### config.mk
export PLATFORM = sky130hd
export DESIGN_NAME = sample_rate_generator
export DESIGN_NICKNAME = d
export VERILOG_FILES = /design/src/srg_pkg.sv /design/src/sample_rate_generator.sv /design/src/pin_sync.sv
export SDC_FILE = /design/constraint.sdc
export NUM_CORES = 1
export LEC_CHECK = 0
export BUFFER_PORTS_ARGS = -buffer_cell sky130_fd_sc_hd__buf_4
export CAP_MARGIN = 20
export CELL_PAD_IN_SITES_DETAIL_PLACEMENT = 0
export CELL_PAD_IN_SITES_GLOBAL_PLACEMENT = 1
export CORE_MARGIN = 2
export CORE_UTILIZATION = 35
export CTS_CLUSTER_DIAMETER = 60
export CTS_CLUSTER_SIZE = 40
export DETAILED_ROUTE_END_ITERATION = 10
export GPL_TIMING_DRIVEN = 0
export PLACE_DENSITY = 0.72
export SKIP_CTS_REPAIR_TIMING = 1
export SYNTH_ARGS = -nofsm -noshare
export SYNTH_HDL_FRONTEND = slang
export SYNTH_SLANG_ARGS = --single-unit
### constraint.sdc
create_clock -name I_SYS_CLK -period 4.7 [get_ports I_SYS_CLK]
set_input_delay 0 -clock I_SYS_CLK [delete_from_list [all_inputs] [get_ports I_SYS_CLK]]
set_output_delay 0 -clock I_SYS_CLK [all_outputs]
set_load 0.1 [all_outputs]
### src/srg_pkg.sv
// constants and types shared by the sample rate generator files
package srg_pkg;
    // ****************************************
    // bus geometry
    // ****************************************
    localparam int ADDR_W = 8;                         // register bus address width
    localparam int DATA_W = 32;                        // register bus data width
    localparam int PIN_W  = 4;                         // number of synchronised pins

    // ****************************************
    // register byte offsets
    // ****************************************
    localparam logic [ADDR_W-1:0] DIVW_OFS = 8'h00;    // clock_divider_and_pulse_width
    localparam logic [ADDR_W-1:0] PERS_OFS = 8'h04;    // frame_period_and_clock_source
    localparam logic [ADDR_W-1:0] CTRL_OFS = 8'h08;    // clock mode extension control
    localparam logic [ADDR_W-1:0] STAT_OFS = 8'h0c;    // generator status, read only
    localparam logic [ADDR_W-1:0] MAP_MASK = 8'hf3;    // bits that must match an offset

    // ****************************************
    // reset values
    // ****************************************
    localparam logic [15:0] DIVW_RST = 16'h0001;       // divide value 1, width 0
    localparam logic [15:0] PERS_RST = 16'h2000;       // source mode 1, all else 0
    localparam logic        CTRL_RST = 1'b0;           // extension bit clear

    // ****************************************
    // field positions
    // ****************************************
    localparam int DIV_LSB   = 0;                      // clock_divide_value 7-0
    localparam int WIDTH_LSB = 8;                      // fsync_pulse_width 15-8
    localparam int PER_LSB   = 0;                      // fsync_period 11-0
    localparam int PER_MSB   = 11;
    localparam int TXSRC_BIT = 12;                     // tx_fsync_source_select
    localparam int CSM_BIT   = 13;                     // clock_source_mode
    localparam int RSYNC_BIT = 15;                     // clock_resync_enable

    // ****************************************
    // pin vector slots and bus answers
    // ****************************************
    localparam int PIN_LSP = 0;                        // low_speed_peripheral_clock
    localparam int PIN_RCK = 1;                        // receive_clock_pin
    localparam int PIN_TCK = 2;                        // transmit_clock_pin
    localparam int PIN_RFS = 3;                        // receive_frame_sync_pin
    localparam logic [1:0] RESP_OKAY   = 2'h0;         // access done
    localparam logic [1:0] RESP_SLVERR = 2'h2;         // unmapped offset

    // input clock choice from extension and source mode bits
    typedef enum logic [1:0] {
        SRC_RESERVED,
        SRC_SLOWCLK,
        SRC_RCVPIN,
        SRC_XMTPIN
    } src_sel_t;
endpackage

### src/sample_rate_generator.sv
// sample rate generator: divided clock, generated frame sync and axi4-lite registers
//
// Design decisions made here: the AXI4-Lite interface to the registers and the address map.
module sample_rate_generator
    import srg_pkg::*;
(
    input  wire logic              I_SYS_CLK,        // 40 MHz system clock
    input  wire logic              I_RESETN,         // synchronous reset, active low
    input  wire logic [ADDR_W-1:0] I_AWADDR,         // write address
    input  wire logic              I_AWVALID,
    output logic                   O_AWREADY,
    input  wire logic [DATA_W-1:0] I_WDATA,          // write data
    input  wire logic [3:0]        I_WSTRB,
    input  wire logic              I_WVALID,
    output logic                   O_WREADY,
    output logic [1:0]             O_BRESP,
    output logic                   O_BVALID,
    input  wire logic              I_BREADY,
    input  wire logic [ADDR_W-1:0] I_ARADDR,         // read address
    input  wire logic              I_ARVALID,
    output logic                   O_ARREADY,
    output logic [DATA_W-1:0]      O_RDATA,
    output logic [1:0]             O_RRESP,
    output logic                   O_RVALID,
    input  wire logic              I_RREADY,
    input  wire logic              I_LOW_SPEED_PERIPHERAL_CLOCK, // internal slow clock
    input  wire logic              I_RECEIVE_CLOCK_PIN,
    input  wire logic              I_TRANSMIT_CLOCK_PIN,
    input  wire logic              I_RECEIVE_FRAME_SYNC_PIN,
    input  wire logic              I_TX_ACTIVITY_FSYNC,          // transmitter-made sync
    output logic                   O_DIVIDED_CLOCK,              // divided clock level
    output logic                   O_DIVIDED_CLOCK_TICK,         // one pulse per period
    output logic                   O_GENERATED_FRAME_SYNC,
    output logic                   O_TX_FRAME_SYNC               // chosen transmit sync
);
    // ****************************************
    // declarations
    // ****************************************
    logic [15:0]       divw_r;                        // divider and pulse width register
    logic [15:0]       pers_r;                        // period and clock source register
    logic              ext_r;                         // clock_mode_extension
    logic [PIN_W-1:0]  pins_s;                        // synchronised pins
    logic              in_lvl, in_prev_r, in_edge;    // selected input clock
    logic              fs_prev_r, fs_edge;            // receive frame sync edge
    src_sel_t          src_sel;
    logic              resync_act;                    // resync mode in force
    logic [7:0]        div_val, width_val;
    logic [11:0]       period_val;
    logic [7:0]        div_cnt_r, div_cnt_nxt;        // input edges in this period
    logic [11:0]       per_cnt_r, per_cnt_nxt;        // divided cycles in this frame
    logic [8:0]        half_val;                      // high phase length
    logic              aw_have_r, w_have_r;           // address and data latched
    logic [ADDR_W-1:0] awaddr_r;
    logic [DATA_W-1:0] wdata_r;
    logic [3:0]        wstrb_r;
    logic              wr_go;                         // both halves present
    logic [DATA_W-1:0] rd_val;
    logic              rd_ok;

    // ****************************************
    // field extraction and source selection
    // ****************************************
    assign div_val    = divw_r[DIV_LSB +: 8];
    assign width_val  = divw_r[WIDTH_LSB +: 8];
    assign period_val = pers_r[PER_MSB:PER_LSB];
    assign src_sel    = src_sel_t'({ext_r, pers_r[CSM_BIT]});
    // resync only with receive clock pin
    assign resync_act = pers_r[RSYNC_BIT] && (src_sel == SRC_RCVPIN);

    // pins pass two flip-flops before use
    pin_sync u_sync (
        .i_clk   (I_SYS_CLK),
        .i_rst_n (I_RESETN),
        .i_async ({I_RECEIVE_FRAME_SYNC_PIN, I_TRANSMIT_CLOCK_PIN,
                   I_RECEIVE_CLOCK_PIN, I_LOW_SPEED_PERIPHERAL_CLOCK}),
        .o_sync  (pins_s)
    );

    // selected level, reserved source gives a still input
    always_comb begin
        case (src_sel)
            SRC_SLOWCLK: in_lvl = pins_s[PIN_LSP];
            SRC_RCVPIN: in_lvl = pins_s[PIN_RCK];
            SRC_XMTPIN: in_lvl = pins_s[PIN_TCK];
            default:    in_lvl = 1'b0;
        endcase
    end

    // previous levels for edge detection
    always_ff @(posedge I_SYS_CLK) begin
        if (!I_RESETN) begin
            in_prev_r <= 1'b0;
            fs_prev_r <= 1'b0;
        end else begin
            in_prev_r <= in_lvl;
            fs_prev_r <= pins_s[PIN_RFS];
        end
    end
    assign in_edge = in_lvl && !in_prev_r;
    assign fs_edge = pins_s[PIN_RFS] && !fs_prev_r;

    // ****************************************
    // clock divider
    // ****************************************
    // next divider count, wraps after divide+1 edges
    always_comb begin
        div_cnt_nxt = div_cnt_r;
        if (resync_act && fs_edge) begin
            div_cnt_nxt = 8'h00;
        end else if (in_edge) begin
            div_cnt_nxt = (div_cnt_r >= div_val) ? 8'h00 : div_cnt_r + 8'h01;
        end
    end
    assign half_val = 9'(({1'b0, div_val} + 9'h001) >> 1);

    always_ff @(posedge I_SYS_CLK) begin
        if (!I_RESETN) begin
            div_cnt_r            <= 8'h00;
            O_DIVIDED_CLOCK_TICK <= 1'b0;
            O_DIVIDED_CLOCK      <= 1'b0;
        end else begin
            div_cnt_r            <= div_cnt_nxt;
            O_DIVIDED_CLOCK_TICK <= in_edge && (div_cnt_r >= div_val) && !(resync_act && fs_edge);
            // divide by one follows the input itself
            if (div_val == 8'h00) begin
                O_DIVIDED_CLOCK <= in_lvl;
            end else begin
                O_DIVIDED_CLOCK <= {1'b0, div_cnt_nxt} < half_val;
            end
        end
    end

    // ****************************************
    // frame sync generation
    // ****************************************
    // next period count per divided cycle
    always_comb begin
        per_cnt_nxt = per_cnt_r;
        if (resync_act && fs_edge) begin
            per_cnt_nxt = 12'h000;
        end else if (O_DIVIDED_CLOCK_TICK) begin
            // free run wraps, resync waits at end
            if (per_cnt_r >= period_val) begin
                per_cnt_nxt = resync_act ? per_cnt_r : 12'h000;
            end else begin
                per_cnt_nxt = per_cnt_r + 12'h001;
            end
        end
    end

    always_ff @(posedge I_SYS_CLK) begin
        if (!I_RESETN) begin
            per_cnt_r              <= 12'h000;
            O_GENERATED_FRAME_SYNC <= 1'b0;
        end else begin
            per_cnt_r <= per_cnt_nxt;
            if ((resync_act && fs_edge) || O_DIVIDED_CLOCK_TICK) begin
                // high from count zero for width+1
                O_GENERATED_FRAME_SYNC <= (per_cnt_nxt <= {4'h0, width_val}) &&
                                          !(resync_act && !fs_edge && per_cnt_nxt == per_cnt_r);
            end
        end
    end

    always_ff @(posedge I_SYS_CLK) begin
        if (!I_RESETN) begin
            O_TX_FRAME_SYNC <= 1'b0;
        end else begin
            O_TX_FRAME_SYNC <= pers_r[TXSRC_BIT] ? O_GENERATED_FRAME_SYNC : I_TX_ACTIVITY_FSYNC;
        end
    end

    // ****************************************
    // axi4-lite write channel
    // ****************************************
    assign wr_go = aw_have_r && w_have_r && !O_BVALID;

    // address and data taken in either order
    always_ff @(posedge I_SYS_CLK) begin
        if (!I_RESETN) begin
            O_AWREADY <= 1'b0;
            O_WREADY  <= 1'b0;
            aw_have_r <= 1'b0;
            w_have_r  <= 1'b0;
            awaddr_r  <= '0;
            wdata_r   <= '0;
            wstrb_r   <= 4'h0;
        end else begin
            O_AWREADY <= I_AWVALID && !O_AWREADY && !aw_have_r;
            O_WREADY  <= I_WVALID && !O_WREADY && !w_have_r;
            if (I_AWVALID && O_AWREADY) begin
                aw_have_r <= 1'b1;
                awaddr_r  <= I_AWADDR;
            end else if (wr_go) begin
                aw_have_r <= 1'b0;
            end
            if (I_WVALID && O_WREADY) begin
                w_have_r <= 1'b1;
                wdata_r  <= I_WDATA;
                wstrb_r  <= I_WSTRB;
            end else if (wr_go) begin
                w_have_r <= 1'b0;
            end
        end
    end

    always_ff @(posedge I_SYS_CLK) begin
        if (!I_RESETN) begin
            divw_r <= DIVW_RST;
            pers_r <= PERS_RST;
            ext_r  <= CTRL_RST;
        end else if (wr_go) begin
            for (int b = 0; b < 2; b++) begin
                if (wstrb_r[b] && awaddr_r == DIVW_OFS) divw_r[b*8 +: 8] <= wdata_r[b*8 +: 8];
                if (wstrb_r[b] && awaddr_r == PERS_OFS) pers_r[b*8 +: 8] <= wdata_r[b*8 +: 8];
            end
            if (wstrb_r[0] && awaddr_r == CTRL_OFS) ext_r <= wdata_r[0];
        end
    end

    // write response
    always_ff @(posedge I_SYS_CLK) begin
        if (!I_RESETN) begin
            O_BVALID <= 1'b0;
            O_BRESP  <= RESP_OKAY;
        end else if (wr_go) begin
            O_BVALID <= 1'b1;
            O_BRESP  <= ((awaddr_r & MAP_MASK) == 8'h00) ? RESP_OKAY : RESP_SLVERR;
        end else if (I_BREADY) begin
            O_BVALID <= 1'b0;
        end
    end

    // ****************************************
    // axi4-lite read channel
    // ****************************************
    // read mux, status shows live generator state
    always_comb begin
        rd_val = '0;
        rd_ok  = 1'b1;
        case (I_ARADDR)
            DIVW_OFS: rd_val = {16'h0000, divw_r};
            PERS_OFS: rd_val = {16'h0000, pers_r};
            CTRL_OFS: rd_val = {31'h00000000, ext_r};
            STAT_OFS: rd_val = {14'h0000, O_GENERATED_FRAME_SYNC, O_DIVIDED_CLOCK, 4'h0, per_cnt_r};
            default:  rd_ok  = 1'b0;
        endcase
    end

    // address handshake then data
    always_ff @(posedge I_SYS_CLK) begin
        if (!I_RESETN) begin
            O_ARREADY <= 1'b0;
            O_RVALID  <= 1'b0;
            O_RDATA   <= '0;
            O_RRESP   <= RESP_OKAY;
        end else begin
            O_ARREADY <= I_ARVALID && !O_ARREADY && !O_RVALID;
            if (I_ARVALID && O_ARREADY) begin
                O_RVALID <= 1'b1;
                O_RDATA  <= rd_val;
                O_RRESP  <= rd_ok ? RESP_OKAY : RESP_SLVERR;
            end else if (I_RREADY) begin
                O_RVALID <= 1'b0;
            end
        end
    end

    // ****************************************
    // assertions
    // ****************************************
    pulse_width_a: assert property (@(posedge I_SYS_CLK) disable iff (!I_RESETN)
        (O_DIVIDED_CLOCK_TICK && !resync_act && per_cnt_nxt == {4'h0, width_val} + 12'h001
         && width_val < 8'hff && !$changed(divw_r)) |=> !O_GENERATED_FRAME_SYNC)
        else $error("frame sync longer than width");
    divide_tick_a: assert property (@(posedge I_SYS_CLK) disable iff (!I_RESETN)
        (in_edge && div_cnt_r == div_val && !resync_act) |=> O_DIVIDED_CLOCK_TICK ##1 !O_DIVIDED_CLOCK_TICK)
        else $error("divided tick missing at wrap");
    src_reserved_a: assert property (@(posedge I_SYS_CLK) disable iff (!I_RESETN)
        (src_sel == SRC_RESERVED) |=> ($stable(div_cnt_r) && !O_DIVIDED_CLOCK_TICK))
        else $error("divider moved with reserved source");
    period_wrap_a: assert property (@(posedge I_SYS_CLK) disable iff (!I_RESETN)
        (O_DIVIDED_CLOCK_TICK && per_cnt_r == period_val && !resync_act) |=> per_cnt_r == 12'h000)
        else $error("period count failed to wrap");
    reset_value_a: assert property (@(posedge I_SYS_CLK)
        !I_RESETN |=> (divw_r == DIVW_RST && pers_r == PERS_RST && ext_r == CTRL_RST))
        else $error("wrong register reset value");
    free_run_a: assert property (@(posedge I_SYS_CLK) disable iff (!I_RESETN)
        (!resync_act && !O_DIVIDED_CLOCK_TICK) |=> per_cnt_r == $past(per_cnt_r))
        else $error("period count moved without tick");
    resync_restart_a: assert property (@(posedge I_SYS_CLK) disable iff (!I_RESETN)
        (resync_act && fs_edge) |=> (div_cnt_r == 8'h00 && per_cnt_r == 12'h000 && O_GENERATED_FRAME_SYNC))
        else $error("resync did not restart generator");
    tx_source_a: assert property (@(posedge I_SYS_CLK) disable iff (!I_RESETN)
        ##1 O_TX_FRAME_SYNC == ($past(pers_r[TXSRC_BIT]) ? $past(O_GENERATED_FRAME_SYNC) : $past(I_TX_ACTIVITY_FSYNC)))
        else $error("wrong transmit frame sync source");
    pulse_start_a: assert property (@(posedge I_SYS_CLK) disable iff (!I_RESETN)
        (O_DIVIDED_CLOCK_TICK && per_cnt_nxt == 12'h000 && !resync_act) |=> O_GENERATED_FRAME_SYNC)
        else $error("frame sync not high at count zero");
    bvalid_hold_a: assert property (@(posedge I_SYS_CLK) disable iff (!I_RESETN)
        (O_BVALID && !I_BREADY) |=> O_BVALID)
        else $error("write response dropped early");
endmodule

### src/pin_sync.sv
// two flip-flop synchroniser for the generator's pin inputs
module pin_sync
    import srg_pkg::*;
(
    input  wire logic             i_clk,    // system clock
    input  wire logic             i_rst_n,  // synchronous reset, active low
    input  wire logic [PIN_W-1:0] i_async,  // raw pin levels
    output logic      [PIN_W-1:0] o_sync    // synchronised levels
);
    logic [PIN_W-1:0] meta_r;               // first stage, read only by second

    // ****************************************
    // one synchroniser per pin
    // ****************************************
    for (genvar g = 0; g < PIN_W; g++) begin : g_bit
        // two stages in series
        always_ff @(posedge i_clk) begin
            if (!i_rst_n) begin
                meta_r[g] <= 1'b0;
                o_sync[g] <= 1'b0;
            end else begin
                meta_r[g] <= i_async[g];
                o_sync[g] <= meta_r[g];
            end
        end
    end
endmodule

* Word-level counts from Yosys, hierarchy flattened
Cells that the tools add are included.
** Operators by class
- Eq/ne operators :: 9
- Muxes and demuxes :: 21
- $add $sub $neg :: 3
- Reduce and logical (&&, ||, !) cells :: 52
- $lt $le $gt $ge :: 4
** Operator list (number)
- $pmux 18 s4 :: 1
- $mux 12 :: 4
- $logic_not 8->1 :: 4
- $logic_and 1x1->1 :: 25
- $eq 8x4->1 const B :: 3
- $mux 8 :: 3
- $eq 8x3->1 const B :: 2
- $add 12x1->12 const B :: 1
- $eq 12x12->1 :: 1
- $ge 12x12->1 :: 1
- $le 12x8->1 :: 1
- $logic_not 1->1 :: 12
- $mux 1 :: 10
- $reduce_and 2->1 :: 5
- $add 8x1->9 const B :: 1
- $add 8x1->8 const B :: 1
- $ge 8x8->1 :: 1
- $lt 8x8->1 :: 1
- $reduce_bool 2->1 :: 4
- $eq 2x2->1 const B :: 2
- $mux 2 :: 2
- $reduce_or 4->1 :: 1
- $pmux 1 s3 :: 1
- $eq 2x1->1 const B :: 1
- $logic_or 1x1->1 :: 1
** Word-level totals
- Output and inout port bits :: 45
- Register bits :: 136
- Input port bits :: 64

* Longest topological paths before layout
- Word-level depth :: 10
- Gate-level depth with buffers :: 18

* Modules after synthesis
Synthesis repeated with hierarchy kept, for this count alone.
** Unflattened totals
- Cells, all modules :: 729
- Area total of the unflattened synthesis :: 6313.6 um^2
** Modules (own cells, without submodules)
- sample_rate_generator :: sequential area each 2242.2 um^2, cells each 713, area each 6103.4 um^2, times used 1
- pin_sync :: sequential area each 160.2 um^2, cells each 16, area each 210.2 um^2, times used 1

* Worst setup path before layout
Ideal clock, no wire load.
- Path kind :: register -> register
- Start :: register O_DIVIDED_CLOCK_TICK
- End :: register O_GENERATED_FRAME_SYNC
- Clock period less this slack :: 3.396 ns
- Stages on the path, launching flop included :: 14
- Arrival time :: 3.317 ns
- Path buffers :: 1
- Setup slack :: 1.304 ns
- Path through :: dfxtp_1 > clkinv_1 > a21o_1 > buf_4 > a22oi_1 > nor2_1 > ha_1 > nor2b_1 > o21a_1 > o211ai_1 > a21oi_1 > o22ai_1 > a31oi_1 > a211oi_2
** Between the ends
- Longest elaborated chain between the ends :: 6
- Elaborated cells between the ends (all ways) :: 8
- Those cells by class :: 1 x order compare; 1 x eq/ne; 2 x mux; 4 x reduce/logical
** RTL lines
- start: declaration :: line sample_rate_generator.sv:32 : output logic O_DIVIDED_CLOCK_TICK,
- start signal: assignment :: line sample_rate_generator.sv:123 : O_DIVIDED_CLOCK_TICK <= in_edge && (div_cnt_r >= div_val) && !(resync_act && fs_edge);
- $mux 12 (*) :: line sample_rate_generator.sv:141 : end else if (O_DIVIDED_CLOCK_TICK) begin
- $mux 12 (*) :: line sample_rate_generator.sv:139 : if (resync_act && fs_edge) begin
- net per_cnt_nxt[1] :: line sample_rate_generator.sv:50 : logic [11:0] per_cnt_r, per_cnt_nxt;
- branches (longest 3 deep; another with $le 12x8->1)
- $logic_and 1x1->1 (*) :: line sample_rate_generator.sv:159 : O_GENERATED_FRAME_SYNC <= (per_cnt_nxt <= {4'h0, width_val}) &&
- end signal: assignment :: line sample_rate_generator.sv:159
- end: declaration :: line sample_rate_generator.sv:33 : output logic O_GENERATED_FRAME_SYNC,
Mark *: on every way through the listed nets, which the timed path passes.
A chain may end at the register's enable or synchronous reset.

* Worst setup path after layout
- Start :: register per_cnt_r[8]
- End :: register O_GENERATED_FRAME_SYNC
** Between the ends
- Longest elaborated chain between the ends :: 8
- Elaborated cells between the ends (all ways) :: 11
- Those cells by class :: 1 x add/sub; 2 x order compare; 1 x eq/ne; 4 x mux; 3 x reduce/logical
** RTL lines
- start: declaration :: line sample_rate_generator.sv:50
- start signal: assignment :: line sample_rate_generator.sv:156 : per_cnt_r <= per_cnt_nxt;
- $ge 12x12->1 (*) :: line sample_rate_generator.sv:143 : if (per_cnt_r >= period_val) begin
- $mux 12 (*) :: line sample_rate_generator.sv:143
- $mux 12 (*) :: line sample_rate_generator.sv:141
- $mux 12 (*) :: line sample_rate_generator.sv:139
- net per_cnt_nxt[1] :: line sample_rate_generator.sv:50
- branches (longest 3 deep; another with $le 12x8->1)
- $logic_and 1x1->1 (*) :: line sample_rate_generator.sv:159
Marked as above.

==> results.json <==
{
  "status": "finished, violations left",
  "violations": "hold timing",
  "p_leak_nw": 3.338,
  "finalHoldViolCount": 4,
  "vias": 5451,
  "grt_max_degree": 17,
  "yosysMostFrequentCell": "dfxtp_1",
  "rr_worst_depth": 17,
  "max_slew_margin_pct": 54.67,
  "period_share_pct": 80.39,
  "io_buffers": 72,
  "wl_per_cell_microns": 15.12,
  "rsz0062_at_grt": "no",
  "die_y_microns": 135.8,
  "peakVddDrop_mv": 0.2857,
  "fin_nets": 980,
  "required_ns": 5.05,
  "clkTransAtPathRegs_ns": 0.05,
  "rows": 48,
  "grt_pass1_vias": 4911,
  "yosys.area_share.adder_pct": 8.021,
  "synth.area.top_cells": "dfxtp_1, ha_1, nand2_1, mux2i_1, a21oi_1",
  "place.gp.congestion": 0.8531,
  "p_per_area_nw_per_um2": 336.8,
  "dp_hpwl_mm": 12.69,
  "synth-main-ff-cell": "dfxtp_1",
  "cap_violations": 0,
  "worstSetupEndpointType": "flop",
  "gr-total-overflow": 0,
  "ant_nets": 0,
  "grtUsageTotal_pct": 18.67,
  "die_area_sq_um": 18450,
  "tightest_slew_ns": 0.6799,
  "grt_pass1_wl_mm": 26.19,
  "crit_type": "flop to flop",
  "ys_warn_count": 0,
  "dr.first_iter.drc_count": 279,
  "synth-xor-area-share_pct": 1.872,
  "cp.arrival_ns": 4.12,
  "ios": 109,
  "min_period_ns": 3.778,
  "cts_buffers": 17,
  "setup_tns_ns": 0,
  "syn_to_final_growth_pct": 30.71,
  "cts_tree": "done",
  "holdPathStages": 3,
  "max_freq_ghz": 0.2647,
  "final_max_slew_viol_count": 0,
  "synth_top_family_by_area": "simple AND/OR/NAND/NOR gates",
  "synth.top_cell.area_share_pct": 39.49,
  "antenna_found_initial": 0,
  "setup_viol": 0,
  "worst_setup_path_start_kind": "flop",
  "yosysTopAreaCell": "dfxtp_1",
  "cts_num_sinks": 120,
  "diodes": 0,
  "clk-insertion-delay-late_ns": 0.43,
  "die_x_microns": 135.8,
  "drt_wl_total_mm": 16.83,
  "synth_edf_count": 0,
  "initial_core_util_pct": 35.54,
  "async_flop_share_pct": 0,
  "worstPathMaxFanout": 10,
  "synth_seq_cells": 120,
  "synth_compound_area_share_pct": 14.13,
  "synthesis.area_sq_um": 6083,
  "coreArea_sq_um": 17120,
  "layout-drive-gt1-share_pct": 15.77,
  "ys_top_cells_by_count": "dfxtp_1, nand2_1, nor2_1",
  "drc": 0,
  "cts_root_buffer": "clkbuf_16",
  "ys_types": 57,
  "firstDrtPassIters": 4,
  "hold_class": "input port to flop",
  "cts_buffer_depth": 2,
  "skew_ns": 0.008942,
  "syn_inst": 734,
  "synthMuxAreaShare_pct": 7.014,
  "vias_per_cell": 4.898,
  "hold_slack_ns": -0.009893,
  "ys_seq_area_share_pct": 39.49,
  "synth_area_per_cell_sq_um": 8.288,
  "yosys.area_share.simple_pct": 22.62,
  "htree_levels": 4
}
==> report_power, final <==
part	switching [mW]	internal (mW)	total, mW
clock network	0.464	0.920	1.38
logic	0.160	0.0871	0.247
registers	0.0117	1.03	1.05
==> cells by family after synthesis <==
| group | Yosys count |
|---|---|
| and+or+nand+nor | 297 |
| AOI/OAI and AO/OA | 138 |
| adders and majority gates | 39 |
| other | 1 |
| DFF | 120 |
| xor gates and xnor gates | 13 |
| buffers and inverters | 85 |
| muxes | 41 |
==> path summary, 6_finish.rpt <==
path	from	slack [ns]	to
setup / recovery	per_cnt_r[8]$_SDFF_PN0_	0.92	O_GENERATED_FRAME_SYNC$_SDFFE_PN0P_
hold / removal	I_AWVALID	-0.01	awaddr_r[6]$_SDFFE_PN0P_
setup reg to reg	per_cnt_r[8]$_SDFF_PN0_	0.92	O_GENERATED_FRAME_SYNC$_SDFFE_PN0P_
hold reg to reg	u_sync.meta_r[1]$_SDFF_PN0_	0.43	u_sync.o_sync[1]$_SDFF_PN0_
==> per-stage QoR <==
stage	worst slack (ns)	power (mW)	cell area (sq um)	cells	utilization [%]
after floorplan	1.304	1.227	6140	749	-
after global placement	0.9905	1.290	6962	1046	40.67
after detailed placement	0.9713	1.290	6962	1046	40.67
after CTS	0.9424	2.676	7581	1076	44.29
after global routing	0.7167	2.768	7951	1113	46.45
final	0.9218	2.678	7951	1113	46.45
==> final cells by class <==
type | count | area (sq um)
clock inverters | 8 | 145.1
multi-input cells | 544 | 3324
inverters | 34 | 127.6
flip-flops and latches | 120 | 2402
fillers | 1724 | 9165
plain buffers | 51 | 285.3
clock buffers | 22 | 474.2
repair buffers | 109 | 910.9
well taps | 225 | 281.5
==> critical path, stage by stage (launching register included) <==
cell      delay [ns]
dfxtp_1         0.53
ha_1            0.31
nand4_1         0.18
nor2_1          0.08
a211oi_2        0.27
o41ai_4         0.19
a21o_1          0.21
buf_4           0.17
a22oi_1         0.27
nor2_1          0.11
ha_1            0.31
nor2b_1         0.13
o21a_1          0.16
o211ai_1        0.16
a21oi_1         0.09
o22ai_1         0.18
a31oi_1         0.15
a211oi_2        0.20
==> state kept, by name, indices dropped and copies added, names as in the netlist, 8 cells and up <==
signal and flops:
O_RDATA 18, divw_r 16, pers_r 16, wdata_r 16, per_cnt_r 12, awaddr_r 8, div_cnt_r 8
==> cells in the final DEF, fill, tap and decap left out, drive strengths merged, types with 16 or more instances in the layout <==
cell type / n
o21ai: 23
dlygate4sd3: 37
mux2i: 37
clkbuf: 48
conb: 16
ha: 39
nor3: 23
buf: 97
a21oi: 71
inv: 33
nand2: 99
nand3: 39
nor2: 76
dfxtp: 120
==> metal layers <==
layer  GRT usage, %  wire (microns)  vias up  share of wire (%)
li1               -               -     2800                  -
met1          25.45            8283     2493                 49
met2          28.87            7436      137                 44
met3          4.027             805       21                4.8
met4          7.176             299        0                1.8
met5              0               0        -                  0
(Power assumes the default switching activity.)
